### src/rtl/seq_run_pkg.sv
// Shared types and constants for the sequence run controller
package seq_run_pkg;

	// Clock and timing
	localparam int CLK_NS = 40;
	localparam int TRIG_WAVE_NS = 15_000;
	localparam int TRIG_DC_NS = 18_000;
	localparam int CONN_MIN_NS = 200_000;
	localparam int CONN_MAX_NS = 1_500_000;
	localparam int TRIG_WAVE_CYC = (TRIG_WAVE_NS + CLK_NS - 1) / CLK_NS;
	localparam int TRIG_DC_CYC = (TRIG_DC_NS + CLK_NS - 1) / CLK_NS;
	localparam int CONN_MIN_CYC = (CONN_MIN_NS + CLK_NS - 1) / CLK_NS;
	localparam int CONN_MAX_CYC = CONN_MAX_NS / CLK_NS;

	// Widths and reset values
	localparam int STEP_W = 8;
	localparam int TIME_W = 32;
	localparam int RANGE_W = 4;
	localparam int DLY_W = 16;
	localparam logic [STEP_W-1:0] STEP_ZERO = 8'h00;
	localparam logic [RANGE_W-1:0] RANGE_RESET = 4'h0;

	// Synchronised pin bit positions
	localparam int PIN_START = 0;
	localparam int PIN_STOP = 1;
	localparam int PIN_HOLD = 2;
	localparam int PIN_EVENT = 3;
	localparam int PIN_TRIG = 4;
	localparam int PIN_N = 5;

	// Run states, Gray along edit, compile, armed, run, paused
	typedef enum logic [2:0] {
		ST_EDIT = 3'b000,
		ST_COMPILE = 3'b001,
		ST_ARMED = 3'b011,
		ST_RUN = 3'b010,
		ST_PAUSED = 3'b110
	} run_state_t;

	typedef enum logic [1:0] {
		TRIG_OFF = 2'b00,
		TRIG_RISE = 2'b01,
		TRIG_FALL = 2'b10
	} trig_pol_t;

	// Parameters of the step now executing
	typedef struct packed {
		logic [TIME_W-1:0] duration;
		logic [STEP_W-1:0] next_step;
		logic edge_branch_en;
		logic [STEP_W-1:0] edge_branch_dest;
		logic level_branch_en;
		logic [STEP_W-1:0] level_branch_dest;
		logic stop_phase_en;
		logic is_dc;
		logic step_code_low_bit;
	} step_info_t;

	// Soft key commands, one-cycle pulses
	typedef struct packed {
		logic compile;
		logic edit;
		logic start;
		logic stop;
		logic hold;
		logic resume;
		logic edge_branch_command;
		logic abort_now_command;
	} soft_cmd_t;

endpackage : seq_run_pkg

### src/rtl/sequence_run_controller.sv
// Sequence run state machine with external and soft key control
`timescale 1ns/1ns
`default_nettype none

// How it works
// - One step register drives both channels through identical transitions together.
// - Stop phase waits look only at the channel 1 phase reached flag.
// - Leaving step 0 at start goes to the configured first step.
// - Trigger polarity picks rise, fall or off; only channel 1 trigger used.
// - Connector start, stop, hold and branch act only with external control enabled.
// - Shared input serves start or level branch; then start is trigger only.
// - Sync output carries waveform sync or the step code low bit.
// - Output range latched at compile from peak level; frozen while running.
// - Edge branch request jumps at once to the enabled step's destination.
// - Stop while running or paused returns to step 0 and armed.
// - Compile in edit checks result; armed on success, else error flag.
// - Step cut or insert never rewrites stored destinations; none rewritten here.
// - Pause freezes step progress and output; resume continues from there.
// - Abort switches to step 0 at once, skipping stop phase and sweep.
// - Back in edit, running needs a fresh successful compile.
// - Start pin falling edge starts only when armed.
// - Stop pin falling edge while running or paused ends the sequence.
// - Hold pin fall pauses when running; rise resumes when paused.
// - Event pin falling edge causes edge branch when the step enables it.
// - Low level branch input moves to level branch destination when enabled.
// - Connector start, stop and event act after a fixed connector latency.
// - Trigger starts only; delayed 15 us for waveforms, 18 us for DC.
// - Level branch input sampled only after step time, pause excluded.
module sequence_run_controller #(
	parameter int CONN_DELAY = seq_run_pkg::CONN_MIN_CYC
) (
	// Clock and reset
	input wire logic clk_sys,
	input wire logic rst,
	// Soft key commands and compiler handshake
	input wire seq_run_pkg::soft_cmd_t soft_cmd,
	input wire logic compile_done,
	input wire logic compile_ok,
	input wire logic [seq_run_pkg::RANGE_W-1:0] peak_range,
	// Common sequence settings
	input wire logic [seq_run_pkg::STEP_W-1:0] start_step,
	input wire seq_run_pkg::trig_pol_t trig_polarity,
	input wire logic external_control_enable,
	input wire logic shared_input_assignment,
	input wire logic sync_output_select,
	// Connector pins, active low, and channel 1 trigger
	input wire logic ext_start_n,
	input wire logic ext_stop_n,
	input wire logic ext_hold_n,
	input wire logic ext_event_n,
	input wire logic trig_ch1,
	// Step engine
	input wire seq_run_pkg::step_info_t step_info,
	input wire logic ch1_phase_reached,
	input wire logic sweep_busy,
	input wire logic wave_sync,
	// Status and control outputs
	output seq_run_pkg::run_state_t run_state,
	output logic [seq_run_pkg::STEP_W-1:0] step_index,
	output logic step_load,
	output logic compile_request,
	output logic compile_error,
	output logic [seq_run_pkg::RANGE_W-1:0] output_range,
	output logic hold_output,
	output logic sync_out
);

	logic [seq_run_pkg::PIN_N-1:0] pin_meta;
	logic [seq_run_pkg::PIN_N-1:0] pin_sync;
	logic [seq_run_pkg::PIN_N-1:0] pin_last;
	logic [seq_run_pkg::PIN_N-1:0] pin_fall;
	logic [seq_run_pkg::PIN_N-1:0] pin_rise;
	localparam int DLY_W = seq_run_pkg::DLY_W;
	logic running, trig_edge, conn_start_pin, conn_fire;
	logic [seq_run_pkg::DLY_W-1:0] conn_cnt;
	logic conn_start_pend, conn_stop_pend, conn_event_pend;
	logic [seq_run_pkg::DLY_W-1:0] trig_cnt;
	logic trig_pend, trig_fire, time_done, stop_pend, start_wait;
	logic [seq_run_pkg::TIME_W-1:0] elapsed;
	logic do_start, do_stop, do_abort, do_hold, do_resume;
	logic do_edge_branch, do_level_branch, step_end, phase_ok, compiled;
	seq_run_pkg::run_state_t next_state;
	logic [seq_run_pkg::STEP_W-1:0] next_step;
	logic next_load;

	genvar gi;
	generate
		for (gi = 0; gi < seq_run_pkg::PIN_N; gi++) begin : g_sync
			always_ff @(posedge clk_sys or posedge rst) begin
				// Rest levels: connector high, trigger low
				if (rst) begin
					pin_meta[gi] <= gi != seq_run_pkg::PIN_TRIG;
					pin_sync[gi] <= gi != seq_run_pkg::PIN_TRIG;
					pin_last[gi] <= gi != seq_run_pkg::PIN_TRIG;
				end else begin
					pin_meta[gi] <= gi == seq_run_pkg::PIN_START ? ext_start_n :
						gi == seq_run_pkg::PIN_STOP ? ext_stop_n :
						gi == seq_run_pkg::PIN_HOLD ? ext_hold_n :
						gi == seq_run_pkg::PIN_EVENT ? ext_event_n : trig_ch1;
					pin_sync[gi] <= pin_meta[gi];
					pin_last[gi] <= pin_sync[gi];
				end
			end
			assign pin_fall[gi] = pin_last[gi] & ~pin_sync[gi];
			assign pin_rise[gi] = ~pin_last[gi] & pin_sync[gi];
		end
	endgenerate

	assign running = run_state == seq_run_pkg::ST_RUN ||
		run_state == seq_run_pkg::ST_PAUSED;

	assign trig_edge = trig_polarity == seq_run_pkg::TRIG_RISE ?
		pin_rise[seq_run_pkg::PIN_TRIG] :
		trig_polarity == seq_run_pkg::TRIG_FALL ?
		pin_fall[seq_run_pkg::PIN_TRIG] : 1'b0;

	// shared pin is start only when assigned so
	assign conn_start_pin = ~shared_input_assignment &
		pin_fall[seq_run_pkg::PIN_START];

	always_ff @(posedge clk_sys or posedge rst) begin
		if (rst) begin
			conn_cnt <= '0;
			conn_start_pend <= 1'b0;
			conn_stop_pend <= 1'b0;
			conn_event_pend <= 1'b0;
		end else if (!external_control_enable) begin
			conn_cnt <= '0;
			conn_start_pend <= 1'b0;
			conn_stop_pend <= 1'b0;
			conn_event_pend <= 1'b0;
		end else begin
			conn_start_pend <= conn_start_pin ||
				(conn_start_pend && !conn_fire);
			conn_stop_pend <= pin_fall[seq_run_pkg::PIN_STOP] ||
				(conn_stop_pend && !conn_fire);
			conn_event_pend <= pin_fall[seq_run_pkg::PIN_EVENT] ||
				(conn_event_pend && !conn_fire);
			if (conn_cnt > DLY_W'(1))
				conn_cnt <= conn_cnt - 1'b1;
			else if (conn_start_pin || pin_fall[seq_run_pkg::PIN_STOP] ||
					pin_fall[seq_run_pkg::PIN_EVENT])
				conn_cnt <= DLY_W'(CONN_DELAY);
			else
				conn_cnt <= '0;
		end
	end
	assign conn_fire = conn_cnt == DLY_W'(1);

	// trigger start latency by waveform kind
	always_ff @(posedge clk_sys or posedge rst) begin
		if (rst) begin
			trig_cnt <= '0;
			trig_pend <= 1'b0;
		end else if (trig_pend) begin
			trig_cnt <= trig_cnt - 1'b1;
			if (trig_fire || run_state != seq_run_pkg::ST_ARMED)
				trig_pend <= 1'b0;
		end else if (trig_edge && run_state == seq_run_pkg::ST_ARMED) begin
			trig_pend <= 1'b1;
			trig_cnt <= step_info.is_dc ?
				DLY_W'(seq_run_pkg::TRIG_DC_CYC) :
				DLY_W'(seq_run_pkg::TRIG_WAVE_CYC);
		end
	end
	assign trig_fire = trig_pend && trig_cnt == DLY_W'(1);

	assign do_start = run_state == seq_run_pkg::ST_ARMED &&
		(soft_cmd.start || trig_fire || (conn_fire && conn_start_pend));
	assign do_stop = running && (soft_cmd.stop || (conn_fire && conn_stop_pend));
	assign do_abort = running && soft_cmd.abort_now_command;
	// hold pin edges, gated by enable
	assign do_hold = run_state == seq_run_pkg::ST_RUN && (soft_cmd.hold ||
		(external_control_enable && pin_fall[seq_run_pkg::PIN_HOLD]));
	assign do_resume = run_state == seq_run_pkg::ST_PAUSED && (soft_cmd.resume ||
		(external_control_enable && pin_rise[seq_run_pkg::PIN_HOLD]));
	// event pin or soft key, step must enable it
	assign do_edge_branch = running && !start_wait &&
		step_info.edge_branch_en && (soft_cmd.edge_branch_command ||
		(conn_fire && conn_event_pend));

	// step time counts only while running
	always_ff @(posedge clk_sys or posedge rst) begin
		if (rst)
			elapsed <= '0;
		else if (next_load || !running)
			elapsed <= '0;
		else if (run_state == seq_run_pkg::ST_RUN && !time_done)
			elapsed <= elapsed + 1'b1;
	end
	assign time_done = elapsed >= step_info.duration;

	// low level branch, enable and assignment gated
	assign do_level_branch = running && !start_wait && time_done &&
		external_control_enable && shared_input_assignment &&
		step_info.level_branch_en && !pin_sync[seq_run_pkg::PIN_START];

	// stop phase judged on channel 1 only
	assign phase_ok = !step_info.stop_phase_en || ch1_phase_reached;
	assign step_end = run_state == seq_run_pkg::ST_RUN && time_done &&
		phase_ok && !sweep_busy;

	// Stop request waits for stop phase and sweep when running; when paused it ends at once
	always_ff @(posedge clk_sys or posedge rst) begin
		if (rst)
			stop_pend <= 1'b0;
		else if (!running)
			stop_pend <= 1'b0;
		else if (do_stop)
			stop_pend <= 1'b1;
	end

	// compiled image valid only until edit
	always_ff @(posedge clk_sys or posedge rst) begin
		if (rst) begin
			compiled <= 1'b0;
			compile_error <= 1'b0;
			compile_request <= 1'b0;
			output_range <= seq_run_pkg::RANGE_RESET;
		end else begin
			compile_request <= run_state == seq_run_pkg::ST_EDIT &&
				soft_cmd.compile;
			if (run_state == seq_run_pkg::ST_EDIT)
				compiled <= 1'b0;
			if (run_state == seq_run_pkg::ST_COMPILE && compile_done) begin
				compiled <= compile_ok;
				compile_error <= !compile_ok;
				if (compile_ok)
					output_range <= peak_range;
			end else if (run_state == seq_run_pkg::ST_EDIT && soft_cmd.compile) begin
				compile_error <= 1'b0;
			end
		end
	end

	// next state and step; destinations only read
	always_comb begin
		next_state = run_state;
		next_step = step_index;
		next_load = 1'b0;
		case (run_state)
			seq_run_pkg::ST_EDIT: begin
				if (soft_cmd.compile)
					next_state = seq_run_pkg::ST_COMPILE;
			end
			seq_run_pkg::ST_COMPILE: begin
				if (compile_done)
					next_state = compile_ok ? seq_run_pkg::ST_ARMED :
						seq_run_pkg::ST_EDIT;
			end
			seq_run_pkg::ST_ARMED: begin
				if (soft_cmd.edit)
					next_state = seq_run_pkg::ST_EDIT;
				else if (do_start && compiled)
					next_state = seq_run_pkg::ST_RUN;
			end
			seq_run_pkg::ST_RUN, seq_run_pkg::ST_PAUSED: begin
				if (do_abort || (stop_pend && (step_end ||
						run_state == seq_run_pkg::ST_PAUSED))) begin
					next_state = seq_run_pkg::ST_ARMED;
					next_step = seq_run_pkg::STEP_ZERO;
					next_load = 1'b1;
				end else if (do_edge_branch) begin
					next_step = step_info.edge_branch_dest;
					next_load = 1'b1;
				end else if (do_level_branch) begin
					next_step = step_info.level_branch_dest;
					next_load = 1'b1;
				end else if (start_wait && run_state == seq_run_pkg::ST_RUN &&
						phase_ok) begin
					next_step = start_step;
					next_load = 1'b1;
				end else if (!start_wait && step_end) begin
					next_step = step_info.next_step;
					next_load = 1'b1;
					if (step_info.next_step == seq_run_pkg::STEP_ZERO)
						next_state = seq_run_pkg::ST_ARMED;
				end
				if (next_state == run_state) begin
					if (do_hold)
						next_state = seq_run_pkg::ST_PAUSED;
					else if (do_resume)
						next_state = seq_run_pkg::ST_RUN;
				end
			end
			default: next_state = seq_run_pkg::ST_EDIT;
		endcase
	end

	// one step register for both channels
	always_ff @(posedge clk_sys or posedge rst) begin
		if (rst) begin
			run_state <= seq_run_pkg::ST_EDIT;
			step_index <= seq_run_pkg::STEP_ZERO;
			step_load <= 1'b0;
			start_wait <= 1'b0;
		end else begin
			run_state <= next_state;
			step_index <= next_step;
			step_load <= next_load;
			if (run_state == seq_run_pkg::ST_ARMED &&
					next_state == seq_run_pkg::ST_RUN)
				start_wait <= 1'b1;
			else if (next_load)
				start_wait <= 1'b0;
		end
	end

	always_ff @(posedge clk_sys or posedge rst) begin
		if (rst)
			hold_output <= 1'b0;
		else
			hold_output <= next_state == seq_run_pkg::ST_PAUSED;
	end

	always_ff @(posedge clk_sys or posedge rst) begin
		if (rst)
			sync_out <= 1'b0;
		else
			sync_out <= sync_output_select ? step_info.step_code_low_bit :
				wave_sync;
	end

endmodule : sequence_run_controller

`default_nettype wire

### config.mk
export PLATFORM = sky130hd
export DESIGN_NAME = sequence_run_controller
export DESIGN_NICKNAME = d
export VERILOG_FILES = /design/src/rtl/seq_run_pkg.sv /design/src/rtl/sequence_run_controller.sv
export SDC_FILE = /design/constraint.sdc
export NUM_CORES = 1
export LEC_CHECK = 0
export BUFFER_PORTS_ARGS = -buffer_cell sky130_fd_sc_hd__clkbuf_2
export CAP_MARGIN = 20
export CORE_ASPECT_RATIO = 1.4
export CORE_UTILIZATION = 58
export CTS_BUF_LIST = sky130_fd_sc_hd__clkbuf_2
export DETAILED_ROUTE_END_ITERATION = 10
export PLACE_DENSITY = 0.88
export SLEW_MARGIN = 30
export SYNTH_ARGS = -nofsm -noshare
export SYNTH_HDL_FRONTEND = slang
export SYNTH_SLANG_ARGS = --single-unit
export TNS_END_PERCENT = 20
### constraint.sdc
create_clock -name clk_sys -period 3.4 [get_ports clk_sys]
set_input_delay 0.34 -clock clk_sys [delete_from_list [all_inputs] [get_ports clk_sys]]
set_output_delay 0.34 -clock clk_sys [all_outputs]
set_load 0.005 [all_outputs]
== Word-level counts from Yosys, hierarchy flattened ==
Cells that the tools add are included.

* Register bits: 106
* Output and inout port bits: 20
* Logic and storage cells: 190

* Add/subtract/negate cells: 3
* $lt $le $gt $ge: 2
* Eq/ne operators: 13
* Mux-type cells: 52
* Bitwise logic cells: 16
* Reduce and logical (&&, ||, !) cells: 71

{| class="wikitable"
|+ Operators with widths
! cell !! number
|-
| two-way mux 16 bit || 4
|-
| two-way mux 32 bit || 2
|-
| two-way mux 8 bit || 6
|-
| two-way mux 3 bit || 14
|-
| logical AND 1 bit || 35
|-
| adder 32 x 1 -> 32 bit (second input constant) || 1
|-
| equality test 16 x 1 -> 1 bit (second input constant) || 2
|-
| >= comparator 32 bit || 1
|-
| subtractor 16 x 1 -> 16 bit (second input constant) || 2
|-
| two-way mux 1 bit || 23
|-
| logical OR 1 bit || 17
|-
| greater-than comparator 16 x 1 -> 1 bit (second input constant) || 1
|-
| two-way mux 13 bit || 1
|-
| case mux 3 bit (4 select lines) || 1
|-
| nonzero test 2 bit || 5
|-
| equality test 3 x 2 -> 1 bit (second input constant) || 3
|-
| bitwise AND 1 bit || 8
|-
| zero test 1 bit || 8
|-
| zero test 8 bit || 1
|-
| inverter 1 bit || 8
|-
| equality test 3 bit (second input constant) || 2
|-
| nonzero test 5 bit || 1
|-
| AND reduction 2 bit || 2
|-
| equality test 3 x 1 -> 1 bit (second input constant) || 1
|-
| other kinds (8) || 8
|}

== Depth between registers and ports, before layout ==
* Depth in word-level cells: 19
* Depth in mapped cells: 10
* Depth with buffers taken out: 9

== Least setup slack after synthesis ==
No wires, ideal clock.

* Path type: register to register
* From: reg elapsed[0] (netlist bit)
* To: reg elapsed[31] (netlist bit)
* Setup time: 78 ps
* Data arrival time: 2853 ps
* Data required time: 3322 ps
* Slack: 469 ps
* Cell stages (with the launch flop): 10
* Clock period less this slack: 2931 ps
* Cells stage by stage: dfrtp_1 -> inv_1 -> ha_1 -> nand2b_1 -> a2111o_1 -> a311oi_2 -> a21oi_2 -> or4b_4 -> or4_1 -> a21oi_1

* Cells in the longest elaborated chain, start to end: 13
* Elaborated cells on any way between the ends: 26

{| class="wikitable"
|+ Ends and longest elaborated chain
! what !! RTL line !! source
|-
| start, declared || sequence_run_controller.sv:79 || <nowiki>logic [seq_run_pkg::TIME_W-1:0] elapsed;</nowiki>
|-
| start signal, assigned || sequence_run_controller.sv:189 || <nowiki>elapsed <= elapsed + 1'b1;</nowiki>
|-
| >= comparator 32 bit || sequence_run_controller.sv:191 || <nowiki>assign time_done = elapsed >= step_info.duration;</nowiki>
|-
| logical AND 1 bit (2 in a row) || sequence_run_controller.sv:200 || <nowiki>assign step_end = run_state == seq_run_pkg::ST_RUN && time_done &&</nowiki>
|-
| logical AND 1 bit || sequence_run_controller.sv:201 || <nowiki>phase_ok && !sweep_busy;</nowiki>
|-
| logical AND 1 bit || sequence_run_controller.sv:273 || <nowiki>end else if (!start_wait && step_end) begin</nowiki>
|-
| two-way mux 1 bit || sequence_run_controller.sv:273 ||
|-
| two-way mux 1 bit || sequence_run_controller.sv:269 || <nowiki>end else if (start_wait && run_state == seq_run_pkg::ST_RUN &&</nowiki>
|-
| two-way mux 1 bit || sequence_run_controller.sv:266 || <nowiki>end else if (do_level_branch) begin</nowiki>
|-
| two-way mux 1 bit || sequence_run_controller.sv:263 || <nowiki>end else if (do_edge_branch) begin</nowiki>
|-
| two-way mux 1 bit || sequence_run_controller.sv:258 || <nowiki>if (do_abort || (stop_pend && (step_end ||</nowiki>
|-
| two-way mux 1 bit || sequence_run_controller.sv:241 || <nowiki>case (run_state)</nowiki>
|-
| logical OR 1 bit || sequence_run_controller.sv:186 || <nowiki>else if (next_load || !running)</nowiki>
|-
| two-way mux 32 bit / nonzero test 2 bit (equally long branches) || -- ||
|}

Parallel ways exist; a longest one is shown, timed or not. The select of a mux whose other input is x is not followed.
A chain may end at the register's enable or synchronous reset.

== Final worst setup path ==
* From: reg elapsed[21] (netlist bit)
* To: reg elapsed[31] (netlist bit)

The elaborated chain is that of the path after synthesis.

==> metrics <==
run status=finished clean; # port buffers=~120; final antenna-violating net count=0; clock tree sinks=around 110; # hold bufs at CTS=17; leak pwr=between 3 and 4 nW; pin slew with the least headroom to its limit=~0.81 ns; Die Outline Area=~11000 µm²; part of the Yosys area used for sequential elements=around 44%; peak ir drop on the vdd network=a little under 0.4 mV; setup repair after global routing missed its margin=false; residual DRC count=0; first-pass GRT wire length=24.5 mm; count of inserted antenna diode cells=0; vias in the first global route=~5500; Worst Hold Slack=approximately 0.082 ns; Post-CTS Repair Setup Buffers=0; router iterations before antenna repair=5; clock period minus worst slack=3.16 ns; utilization after layout=69.5%; GPL Wtd Cong=~0.9; worst clock skew on the final layout=between 0.04 and 0.05 ns; combined global-route utilization of all metal layers=approximately 29%; die width=about 89 µm; post-synth cell types=63; Layout Nets=934; total of max-cap violations=0; count of instances resized after the clock tree is built=0; fraction of registers with async set or reset after synthesis=100%; number of ports placed on the die boundary=approximately 120; count of fill cells added during filler insertion=820; kind of critical path=flip-flop to flip-flop; Via Count=approximately 5700; Overflow after GRT=0; clock-pin slew reported for the worst setup and hold paths after clock tree synthesis=between 0.2 and 0.3 ns; clock latency of the later-clocked register in the worst-skew pair=0.61 ns; clock tree from TritonCTS=built; normalized max-slew margin=between 40% and 50%; Post-Synthesis Mean Instance Area=a little over 9 µm²; Clock Path Buffers=2; Cell Area, Synth=slightly above 6000 µm²; achievable clock frequency=about 320 MHz; final total power=0.00365 W; fraction of final layout cells sized beyond drive strength 1=between 20% and 30%; Post-DP HPWL=roughly 11 mm; number of placement rows=between 40 and 50; worst setup slack for register-to-register paths=~0.24 ns; cell at the root of the clock tree=sky130_fd_sc_hd__clkbuf_2; required time of the critical path=3.92 ns; post-synth net total=800; Core Region=between 10000 and 15000 µm²; area of the multi-input gates=~3200 µm²; kind of end point of the critical path=flip-flop; startpoint types=flip-flop; antenna violations before repair=0; total wire length=between 15 and 20 mm; H-tree depth reported by CTS=3; number of endpoints failing setup at the final stage=0; storage element area=between 2000 and 3000 µm²; flip-flop cell with the highest count after synthesis=sky130_fd_sc_hd__dfrtp_1; initial core utilization=around three fifths; class of the worst hold path=input port to flip-flop; largest net degree at the start of global routing=70; Yosys warning total=0; power density normalized to cell area=507 nW/µm²; worst hold path stage count=3; crit path DAT=about 3.7 ns; number of buffers created by CTS=9; maximum net fanout on the critical path=13; period utilization=between 90% and 100%; number of enable-type register cells in the synthesized netlist=0; pins over their slew limit=0; reg2reg path depth=8; height of the die=approximately 120 µm; Routed WL per cell=about 16 µm; total count of hold-check failures in the final report=0; synthesized instance count=around 670; number of vias per cell after detailed routing=between 6 and 7; final total negative setup slack=0 ns; number of synthesized register bits=~110; initial detailed-routing violation count=440; area added between synthesis and finish=17.3%
==> power breakdown <==
group	total, W	switching [W]	internal [W]	leakage [nW]
logic	0.00122	0.000681	0.000543	1.98
registers	0.00181	0.000276	0.00153	1.36
clock network	0.000613	0.000437	0.000177	0.0727
total	0.00365	0.00139	0.00225	3.41
==> cell usage after synthesis (15+ instances only) <==
| cell | count | area, µm² |
|---|---|---|
| sky130_fd_sc_hd__a21oi_1 | 41 | 205 |
| sky130_fd_sc_hd__and3_1 | 16 | 100 |
| sky130_fd_sc_hd__clkbuf_1 | 21 | 78.8 |
| sky130_fd_sc_hd__dfrtp_1 | 94 | 2350 |
| sky130_fd_sc_hd__ha_1 | 37 | 463 |
| sky130_fd_sc_hd__inv_1 | 51 | 191 |
| sky130_fd_sc_hd__nand2_1 | 55 | 206 |
| sky130_fd_sc_hd__nand3_1 | 17 | 85.1 |
| sky130_fd_sc_hd__nand4_1 | 17 | 106 |
| sky130_fd_sc_hd__nor2_1 | 55 | 206 |
| sky130_fd_sc_hd__nor3_1 | 27 | 135 |
| sky130_fd_sc_hd__nor4_1 | 15 | 93.8 |
| sky130_fd_sc_hd__o21ai_0 | 24 | 120 |
| sky130_fd_sc_hd__or3_1 | 15 | 93.8 |
| sky130_fd_sc_hd__xnor2_1 | 28 | 245 |
==> cell type report <==
type                       count  share of cell area [%]
timing repair buffer         146                    11.8
multi-input combinational    485                    44.3
clock buffer                   9                   0.626
sequential                   106                    37.1
tap                          138                    2.40
clock inverter                 7                    1.11
inverter                      51                    2.70
==> final timing paths <==
path                                               from                         to
worst max-delay path            elapsed[21]$_DFFE_PP0P_    elapsed[31]$_DFFE_PP0P_
worst min-delay path                      step_info[12]  step_index[0]$_DFFE_PP0P_
worst max register to register  elapsed[21]$_DFFE_PP0P_    elapsed[31]$_DFFE_PP0P_
worst min register to register    pin_meta[0]$_DFF_PP1_      pin_sync[0]$_DFF_PP1_
max in group asynchronous                           rst      conn_cnt[5]$_DFF_PP0_
min in group asynchronous                           rst    trig_cnt[5]$_DFFE_PP0P_
==> registers in the layout (all words and copies together) (netlist names), 3 cells and up <==
name	flops
conn_cnt	16
pin_last	5
elapsed	32
pin_sync	5
step_index	8
trig_cnt	16
pin_meta	5
output_range	4
run_state	3
==> metrics by stage <==
step	area (µm²)	cells	setup WS (ns)
final	7190	942	0.243
after global placement	6890	908	0.419
after CTS	7180	941	0.257
after global routing	7190	942	0.0779
after detailed placement	6890	908	0.286
after floorplan	6130	665	0.291
==> worst max-delay path, stage by stage (launching register included) <==
cell and delay (ns):
sky130_fd_sc_hd__dfrtp_1 0.50, sky130_fd_sc_hd__ha_1 0.32, sky130_fd_sc_hd__a21oi_1 0.15, sky130_fd_sc_hd__o21ai_0 0.14, sky130_fd_sc_hd__a221oi_1 0.53, sky130_fd_sc_hd__nand4_1 0.18
sky130_fd_sc_hd__or4b_4 0.64, sky130_fd_sc_hd__or4_1 0.50, sky130_fd_sc_hd__a21oi_1 0.15
==> cells by family (layout without fill, tap and decap cells) <==
group                      Yosys count  after routing  synth area share [%]
DFF                                106            106                  43.5
muxes                               14             14                  2.39
xor gates and xnor gates            33             33                  4.72
adders and majority gates           37             37                  7.55
buffers and inverters               74            213                  4.55
and+or+nand+nor                    258            258                  21.8
AOI/OAI and AO/OA                  143            143                  15.4
==> per-layer routing <==
| layer | vias up | share of wire [%] | global-route usage (%) |
|---|---|---|---|
| li1 | 2675 | - | - |
| met4 | 0 | 4.0 | 14.2 |
| met1 | 2710 | 38 | 34.7 |
| met5 | - | 0 | 0 |
| met3 | 55 | 6.5 | 5.10 |
| met2 | 257 | 51 | 50.2 |
==> placed cells by master (no fill, tap or decap), types with 3 or more instances in the layout <==
| cell | instances |
|---|---|
| sky130_fd_sc_hd__clkbuf_2 | 126 |
| sky130_fd_sc_hd__dfrtp_1 | 94 |
| sky130_fd_sc_hd__nand2_1 | 55 |
| sky130_fd_sc_hd__nor2_1 | 55 |
| sky130_fd_sc_hd__inv_1 | 50 |
| sky130_fd_sc_hd__a21oi_1 | 41 |
| sky130_fd_sc_hd__ha_1 | 37 |
| sky130_fd_sc_hd__xnor2_1 | 28 |
| sky130_fd_sc_hd__nor3_1 | 27 |
| sky130_fd_sc_hd__o21ai_0 | 24 |
| sky130_fd_sc_hd__dlygate4sd3_1 | 18 |
| sky130_fd_sc_hd__nand4_1 | 17 |
| sky130_fd_sc_hd__nand3_1 | 17 |
| sky130_fd_sc_hd__and3_1 | 16 |
| sky130_fd_sc_hd__nor4_1 | 15 |
| sky130_fd_sc_hd__or3_1 | 15 |
| sky130_fd_sc_hd__a22oi_1 | 13 |
| sky130_fd_sc_hd__dfstp_2 | 12 |
| sky130_fd_sc_hd__buf_4 | 11 |
| sky130_fd_sc_hd__a31oi_1 | 10 |
| sky130_fd_sc_hd__mux2i_1 | 9 |
| sky130_fd_sc_hd__nand2b_1 | 8 |
| sky130_fd_sc_hd__or4_1 | 8 |
| sky130_fd_sc_hd__a211o_1 | 8 |
| sky130_fd_sc_hd__a211oi_1 | 7 |
| sky130_fd_sc_hd__and2_1 | 5 |
| sky130_fd_sc_hd__xor2_1 | 5 |
| sky130_fd_sc_hd__mux2_2 | 5 |
| sky130_fd_sc_hd__o31ai_1 | 5 |
| sky130_fd_sc_hd__o211ai_1 | 4 |
| sky130_fd_sc_hd__o21a_1 | 3 |
| sky130_fd_sc_hd__a21o_1 | 3 |
| sky130_fd_sc_hd__and4_1 | 3 |
| sky130_fd_sc_hd__or2_2 | 3 |
Power figures use the tool's default switching activity.
